**src/nnt_pkg.sv**
```systemverilog
package nnt_pkg;

  // ----------------------------------------------------------------
  // widths
  // ----------------------------------------------------------------
  localparam int DATA_ADDR_W = 12;
  localparam int PTR_W       = 21;
  localparam int WORD_ADDR_W = 20;

  // ----------------------------------------------------------------
  // instruction phases, one per mclk cycle
  // ----------------------------------------------------------------
  localparam logic [1:0] PH_Q1 = 2'h0;
  localparam logic [1:0] PH_Q2 = 2'h1;
  localparam logic [1:0] PH_Q3 = 2'h2;
  localparam logic [1:0] PH_Q4 = 2'h3;

  // ----------------------------------------------------------------
  // opcodes and fields
  // ----------------------------------------------------------------
  localparam logic [15:0] NEG_MASK   = 16'hfe00;
  localparam logic [15:0] NEG_CODE   = 16'h6c00;
  localparam logic [15:0] FETCH_MASK = 16'hfffc;
  localparam logic [15:0] FETCH_CODE = 16'h0008;
  localparam logic [15:0] NOP_ZERO   = 16'h0000;
  localparam logic [3:0]  NOP_NIBBLE = 4'hf;
  localparam int          BANK_BIT   = 8;

  localparam logic [1:0] MODE_KEEP    = 2'h0;
  localparam logic [1:0] MODE_POSTINC = 2'h1;
  localparam logic [1:0] MODE_POSTDEC = 2'h2;
  localparam logic [1:0] MODE_PREINC  = 2'h3;

  // ----------------------------------------------------------------
  // data memory addressing
  // ----------------------------------------------------------------
  localparam logic [7:0] ACCESS_LOW_LAST = 8'h5f;
  localparam logic [3:0] ACCESS_LOW_BANK = 4'h0;
  localparam logic [3:0] ACCESS_HI_BANK  = 4'hf;

  // ----------------------------------------------------------------
  // status flag positions and reset values
  // ----------------------------------------------------------------
  localparam int FLAG_C  = 0;
  localparam int FLAG_DC = 1;
  localparam int FLAG_Z  = 2;
  localparam int FLAG_OV = 3;
  localparam int FLAG_N  = 4;
  localparam logic [4:0]  STATUS_RESET = 5'h00;
  localparam logic [20:0] PTR_RESET    = 21'h000000;
  localparam logic [7:0]  LATCH_RESET  = 8'h00;

  typedef enum logic [1:0] {NNT_OP_NONE, NNT_OP_NEGATE, NNT_OP_FETCH} nnt_op_t;

  function automatic logic isNegate(input logic [15:0] w);
    return (w & NEG_MASK) == NEG_CODE;
  endfunction

  function automatic logic isFetch(input logic [15:0] w);
    return (w & FETCH_MASK) == FETCH_CODE;
  endfunction

  function automatic logic isNop(input logic [15:0] w);
    return (w == NOP_ZERO) || (w[15:12] == NOP_NIBBLE);
  endfunction

endpackage

```
**src/nnt_neg_if.sv**
```systemverilog
`timescale 1ns/1ps
interface nnt_neg_if;
  logic [7:0] operand;
  logic [7:0] result;
  logic [4:0] flags;

  modport alu  (input operand, output result, output flags);
  modport core (output operand, input result, input flags);
endinterface

```
**src/nnt_negate_unit.sv**
```systemverilog
`timescale 1ns/1ps
module nnt_negate_unit (
  nnt_neg_if.alu port
);

  // ----------------------------------------------------------------
  // two's complement and flags, seen as 0 - operand
  // ----------------------------------------------------------------
  always_comb begin
    port.result = 8'(~port.operand + 8'h01);
    port.flags                 = 5'h00;
    port.flags[nnt_pkg::FLAG_N]  = port.result[7];
    port.flags[nnt_pkg::FLAG_Z]  = (port.result == 8'h00);
    // only 80h overflows: its negation is itself
    port.flags[nnt_pkg::FLAG_OV] = (port.operand == 8'h80);
    // carry and nibble carry mean no borrow out of the subtraction
    port.flags[nnt_pkg::FLAG_C]  = (port.operand == 8'h00);
    port.flags[nnt_pkg::FLAG_DC] = (port.operand[3:0] == 4'h0);
  end

endmodule

```
**src/nnt_exec.sv**
```systemverilog
`timescale 1ns/1ps
// Contract
// - negate is invert plus one
// - result written back to operand location
// - bank bit zero uses access bank
// - bank bit one uses bank select register
// - extended set, low addresses use indexed offset
// - negate sets N, OV, C, DC, Z
// - fetch copies program byte into latch
// - mode keeps, post-increments, post-decrements, pre-increments
// - pointer is 21-bit byte address
// - pointer bit zero picks low/high byte
// - fetch takes two cycles, read Q2
// - latch written in second cycle Q4
module nnt_exec (
  input  wire logic        mclk,
  input  wire logic        rst_b,
  input  wire logic [15:0] instrWord,
  input  wire logic        instrValid,
  output logic             instrReady,
  input  wire logic        extendedSetEn,
  input  wire logic [3:0]  bankSelectReg,
  input  wire logic [11:0] indexBase,
  output logic [11:0]      dataAddr,
  output logic             dataRdEn,
  input  wire logic [7:0]  dataRdData,
  output logic             dataWrEn,
  output logic [7:0]       dataWrData,
  output logic [19:0]      progAddr,
  output logic             progRdEn,
  input  wire logic [15:0] progRdData,
  input  wire logic        pointerLoad,
  input  wire logic [20:0] pointerLoadValue,
  output logic [20:0]      programBytePointer,
  output logic [7:0]       fetchedByteLatch,
  output logic [4:0]       statusFlags,
  output logic [1:0]       qPhase
);

  // ----------------------------------------------------------------
  // state
  // ----------------------------------------------------------------
  typedef struct packed {
    logic [1:0]       phase;
    nnt_pkg::nnt_op_t op;
    logic             second;
    logic [1:0]       mode;
    logic [11:0]      addr;
    logic [7:0]       operand;
    logic [7:0]       result;
    logic [4:0]       status;
    logic [20:0]      ptr;
    logic [15:0]      progWord;
    logic [7:0]       latch;
  } nnt_state_t;

  nnt_state_t st;
  nnt_state_t next_st;
  nnt_neg_if  negBus ();
  logic       accept;

  nnt_negate_unit negUnit (
    .port (negBus.alu)
  );

  assign negBus.operand = st.operand;

  // ----------------------------------------------------------------
  // address resolution
  // ----------------------------------------------------------------
  function automatic logic [11:0] resolveAddr(input logic [15:0] w,
                                              input logic        ext,
                                              input logic [3:0]  bank_select_reg,
                                              input logic [11:0] base);
    logic [7:0] f;
    f = w[7:0];
    if (w[nnt_pkg::BANK_BIT]) begin
      resolveAddr = {bank_select_reg, f};
    end else if (ext && (f <= nnt_pkg::ACCESS_LOW_LAST)) begin
      resolveAddr = 12'(base + {4'h0, f});
    end else if (f <= nnt_pkg::ACCESS_LOW_LAST) begin
      resolveAddr = {nnt_pkg::ACCESS_LOW_BANK, f};
    end else begin
      resolveAddr = {nnt_pkg::ACCESS_HI_BANK, f};
    end
  endfunction

  // ----------------------------------------------------------------
  // handshake and strobes
  // ----------------------------------------------------------------
  // a fetch blocks the decoder for its whole second cycle
  assign instrReady = (st.phase == nnt_pkg::PH_Q1) && !st.second;
  assign accept     = instrReady && instrValid;
  assign dataRdEn   = (st.op == nnt_pkg::NNT_OP_NEGATE) && (st.phase == nnt_pkg::PH_Q2);
  assign dataWrEn   = (st.op == nnt_pkg::NNT_OP_NEGATE) && (st.phase == nnt_pkg::PH_Q4);
  assign progRdEn   = (st.op == nnt_pkg::NNT_OP_FETCH) && st.second
                      && (st.phase == nnt_pkg::PH_Q2);

  assign dataAddr           = st.addr;
  assign dataWrData         = st.result;
  assign progAddr           = st.ptr[20:1];
  assign programBytePointer = st.ptr;
  assign fetchedByteLatch   = st.latch;
  assign statusFlags        = st.status;
  assign qPhase             = st.phase;

  // ----------------------------------------------------------------
  // next state
  // ----------------------------------------------------------------
  always_comb begin
    next_st       = st;
    next_st.phase = 2'(st.phase + 2'h1);
    // pointer writes are held off while a fetch owns the pointer
    if (pointerLoad && (st.op == nnt_pkg::NNT_OP_NONE) && !accept) begin
      next_st.ptr = pointerLoadValue;
    end
    if (accept) begin
      // nop and unknown words leave every register alone
      if (nnt_pkg::isNegate(instrWord)) begin
        next_st.op   = nnt_pkg::NNT_OP_NEGATE;
        next_st.addr = resolveAddr(instrWord, extendedSetEn, bankSelectReg, indexBase);
      end else if (nnt_pkg::isFetch(instrWord)) begin
        next_st.op     = nnt_pkg::NNT_OP_FETCH;
        next_st.mode   = instrWord[1:0];
        next_st.second = 1'b0;
      end
    end
    case (st.op)
      nnt_pkg::NNT_OP_NEGATE: begin
        case (st.phase)
          nnt_pkg::PH_Q2: begin
            next_st.operand = dataRdData;
          end
          nnt_pkg::PH_Q3: begin
            next_st.result = negBus.result;
            next_st.status = negBus.flags;
          end
          nnt_pkg::PH_Q4: begin
            next_st.op = nnt_pkg::NNT_OP_NONE;
          end
          default: begin
          end
        endcase
      end
      nnt_pkg::NNT_OP_FETCH: begin
        if (!st.second) begin
          if (st.phase == nnt_pkg::PH_Q4) begin
            next_st.second = 1'b1;
          end
        end else begin
          case (st.phase)
            nnt_pkg::PH_Q1: begin
              if (st.mode == nnt_pkg::MODE_PREINC) begin
                next_st.ptr = 21'(st.ptr + 21'h000001);
              end
            end
            nnt_pkg::PH_Q2: begin
              next_st.progWord = progRdData;
            end
            nnt_pkg::PH_Q4: begin
              next_st.latch = st.ptr[0] ? st.progWord[15:8]
                                        : st.progWord[7:0];
              if (st.mode == nnt_pkg::MODE_POSTINC) begin
                next_st.ptr = 21'(st.ptr + 21'h000001);
              end else if (st.mode == nnt_pkg::MODE_POSTDEC) begin
                next_st.ptr = 21'(st.ptr - 21'h000001);
              end
              next_st.op     = nnt_pkg::NNT_OP_NONE;
              next_st.second = 1'b0;
            end
            default: begin
            end
          endcase
        end
      end
      default: begin
      end
    endcase
  end

  always_ff @(posedge mclk or negedge rst_b) begin
    if (!rst_b) begin
      st          <= '0;
      st.op       <= nnt_pkg::NNT_OP_NONE;
      st.phase    <= nnt_pkg::PH_Q1;
      st.status   <= nnt_pkg::STATUS_RESET;
      st.ptr      <= nnt_pkg::PTR_RESET;
      st.latch    <= nnt_pkg::LATCH_RESET;
    end else begin
      st <= next_st;
    end
  end

  logic acceptNeg;
  logic acceptFetch;
  logic acceptNop;
  assign acceptNeg   = accept && nnt_pkg::isNegate(instrWord);
  assign acceptFetch = accept && nnt_pkg::isFetch(instrWord);
  assign acceptNop   = accept && nnt_pkg::isNop(instrWord);
endmodule

```
**config.mk**
```make
export PLATFORM = sky130hd
export DESIGN_NAME = nnt_exec
export DESIGN_NICKNAME = d
export VERILOG_FILES = /design/src/nnt_pkg.sv /design/src/nnt_neg_if.sv /design/src/nnt_negate_unit.sv /design/src/nnt_exec.sv
export SDC_FILE = /design/constraint.sdc
export NUM_CORES = 1
export LEC_CHECK = 0
export BUFFER_PORTS_ARGS = -buffer_cell sky130_fd_sc_hd__buf_2
export CORE_UTILIZATION = 32
export DETAILED_ROUTE_END_ITERATION = 8
export GPL_ROUTABILITY_DRIVEN = 0
export SYNTH_ARGS = -nofsm -noshare
export SYNTH_HDL_FRONTEND = slang
export SYNTH_SLANG_ARGS = --single-unit
```
**constraint.sdc**
```tcl
create_clock -name mclk -period 2.95 [get_ports mclk]
set_clock_uncertainty 0.1 [all_clocks]
set_input_delay 0.885 -clock mclk [delete_from_list [all_inputs] [get_ports mclk]]
set_output_delay 0.885 -clock mclk [all_outputs]
set_load 0.01 [all_outputs]
```
==> flow_metrics.py <==
metrics = {
    "global_route": {
        "grt_usage": 0.179,
        "antenna_found_initial": 0,
        "grt_max_degree": 50,
        "grt_pass1_wl_um": 28500,
        "grt_pass1_vias": 5341,
        "grt_overflow": 0,
    },
    "clocking": {
        "tritoncts": "yes",
        "cts.sink_count": 84,
        "ctsResizeCount": 0,
        "cts_buffers": 9,
        "clk_latency_ps": 350,
        "clock_path_buffers": 2,
        "clk_pin_slew_worst_paths_ps": 70,
        "cts_hold_buf": 0,
        "clockRootBuffer": "clkbuf_16",
        "cts_setup_buffers": 0,
        "cts_max_level": 3,
    },
    "placed_design": {
        "numPortBuffers": 161,
        "placed_area_sq_um": 7040,
        "place_ws_ps": 135,
        "hpwl_um": 13300,
    },
    "timing": {
        "fin_crit_ps": 2560,
        "relSlewSlack": 0.549,
        "hold_viol": 0,
        "tightest_slew_ps": 675,
        "max_freq_mhz": 391,
        "grt_setup_unrepaired": "no",
        "whs_ps": 374,
        "fin_ws_ps": 390,
        "setup_viol": 0,
        "fin_crit_sh": 0.868,
        "fin_tns_setup_ps": 0,
        "slew_violations": 0,
    },
    "final_layout": {
        "nets": 943,
        "diodes": 0,
        "area_growth_syn_to_layout_pct": 15.8,
        "fill_cells": 2006,
        "final_layout_size_suffix_gt1_frac": 0.298,
        "final_cell_area_sq_um": 7370,
    },
    "yosys": {
        "seq_area_frac_synth": 0.330,
        "yosys_register_bits": 84,
        "synth_edf_count": 0,
        "ys_async_sr_fraction": 1.00,
        "synthFlopType": "dfrtp_1",
        "synth_nets": 858,
        "yosys_warnings": 0,
        "ys_types": 61,
        "syn_area_per_cell_sq_um": 8.41,
        "synth_cells": 757,
        "synth_area_sq_um": 6360,
    },
    "hold_path": {
        "hold_depth": 2,
        "min_to": "dataWrData[0]$_DFFE_PN0P_",
        "hp-start": "dataWrData[0]$_DFFE_PN0P_",
        "min_path_type": "reg2reg",
    },
    "worst_setup_path": {
        "crit_path_start": "qPhase[1]$_DFF_PN0_",
        "start_kind": "flop",
        "reg2reg_from": "negBus.operand[0]$_DFFE_PN0P_",
        "reg2reg_to": "statusFlags[2]$_DFFE_PN0P_",
        "critPathMaxFanout": 7,
        "critPathArrivalTime_ps": 1570,
        "ff2ff_path_depth": 8,
        "crit_required_ps": 1970,
        "end_kind": "output pin",
        "crit_type": "reg2out",
        "reg2reg_slack_ps": 390,
    },
    "drt": {
        "top_layer_used": "met4",
        "drt-met1-wl_um": 8230,
        "viasPerCell": 5.13,
        "drtIter0Drc": 323,
        "drc_errors": 0,
        "finalWirelength_um": 17800,
        "wl_met3_um": 1010,
        "post_drt_wl_per_cell_um": 16.0,
        "wl_met2_um": 8190,
        "dr.pass1.iters": 6,
        "ant_nets": 0,
        "vias": 5707,
    },
    "floorplanning": {
        "ioPinCount": 162,
        "die_w_um": 143,
        "die_y_um": 143,
        "floorplan.initialDensity": 0.327,
        "die_area_sq_um": 20500,
        "coreArea_sq_um": 19500,
        "rows": 51,
    },
    "outcome": {
        "status": "completed",
    },
    "flow_run": {
        "maxCapViolCount": 0,
    },
    "pwr": {
        "powerDensity_nw_per_um2": 454,
        "cellLeakagePower_nw": 3.39,
        "ir_drop_mv": 0.264,
    },
}
==> logic make-up after synthesis <==
| family | count (synthesis) | share of synthesized area |
|---|---|---|
| compound gates | 173 | 0.174 |
| mux | 46 | 0.0776 |
| fa+ha+maj | 19 | 0.0385 |
| simple gates | 257 | 0.199 |
| flops | 84 | 0.330 |
| buf+inv | 141 | 0.130 |
| xor+xnor | 37 | 0.0509 |
==> sequential cells by signal, summed over array words and instances (netlist names) <==
| name | cells |
|---|---|
| programBytePointer | 21 |
| st | 21 |
| dataAddr | 12 |
| dataWrData | 8 |
| fetchedByteLatch | 8 |
| negBus.operand | 8 |
| statusFlags | 4 |
| qPhase | 2 |
==> power by group <==
part | leakage [nW] | internal (W) | switching (W)
sequential | 1.07 | 0.00123 | 0.000139
clock | 0.163 | 0.000758 | 0.000538
combinational | 2.16 | 0.000319 | 0.000359
total | 3.39 | 0.00231 | 0.00104
==> metrics by stage <==
step	utilization	std cells	power, W
floorplan	-	757	0.00190
global placement	0.362	1096	0.00207
detailed placement	0.362	1096	0.00207
CTS	0.379	1112	0.00339
global route	0.379	1112	0.00352
finish	0.379	1112	0.00335
==> area by class of cell <==
class / count / area (sq um) / area share
clock buffer: 9 / 225 / 0.0305
clock inverter: 7 / 106 / 0.0144
inverter: 18 / 67.6 / 0.00916
multi-input combinational: 532 / 3440 / 0.466
sequential: 84 / 2100 / 0.285
tap: 265 / 332 / 0.0450
timing repair buffer: 197 / 1100 / 0.150
==> worst max path at each step <==
stage,endpoint,slack [ps]
after floorplan,dataAddr[10]$_DFFE_PN0P_,390
after global placement,dataAddr[10]$_DFFE_PN0P_,150
after detailed placement,dataAddr[10]$_DFFE_PN0P_,140
after CTS,instrReady,330
after global routing,programBytePointer[6]$_DFF_PN0_,130
final,dataRdEn,390
==> worst max-delay path, stage by stage (launching register included) <==
cell and delay, ps:
dfrtp_1 390, inv_1 70, ha_1 210, nand2_1 250
inv_1 140, buf_2 160
==> synthesized netlist by cell type, drive strengths merged (3+ instances only) <==
library cell	number	area share
buf	86	0.097
nand2	86	0.051
dfrtp	84	0.33
o21ai	58	0.046
nor2	46	0.027
clkbuf	37	0.022
a21oi	36	0.028
mux2	27	0.048
nor3	27	0.021
nand3	24	0.019
xnor2	22	0.030
mux2i	19	0.030
ha	18	0.035
inv	18	0.011
xor2	15	0.021
and3	11	0.011
nor2b	10	0.0098
a31oi	9	0.0088
nand4	9	0.0088
nor4	9	0.0098
o211ai	9	0.011
a221oi	7	0.0096
a211oi	6	0.0071
o22ai	6	0.0059
o31ai	6	0.0079
a22o	5	0.0069
a22oi	5	0.0059
o221ai	5	0.0069
or3	5	0.0049
a21o	4	0.0047
and2	4	0.0039
nand2b	4	0.0039
or4	4	0.0047
nand3b	3	0.0035
nor4b	3	0.0051
o221a	3	0.0053
o32ai	3	0.0041
or2	3	0.0029
==> placed cells by master (no fill, tap or decap), types with 19 or more instances in the layout <==
cell | synthesis | layout
buf_2 | 8 | 160
nor2_1 | 46 | 46
buf_4 | 76 | 35
mux2i_1 | 19 | 19
dfrtp_1 | 84 | 84
mux2_2 | 27 | 27
a21oi_1 | 36 | 36
nand3_1 | 24 | 24
o21ai_0 | 58 | 58
xnor2_1 | 22 | 22
nand2_1 | 86 | 86
nor3_1 | 27 | 27
==> per-layer routing <==
metal | vias up | GRT usage
met2 | 203 | 0.288
met3 | 23 | 0.0322
li1 | 2810 | -
met4 | 0 | 0.0662
met1 | 2671 | 0.238
met5 | - | 0
Note: power is estimated with default switching activity, not from simulation.
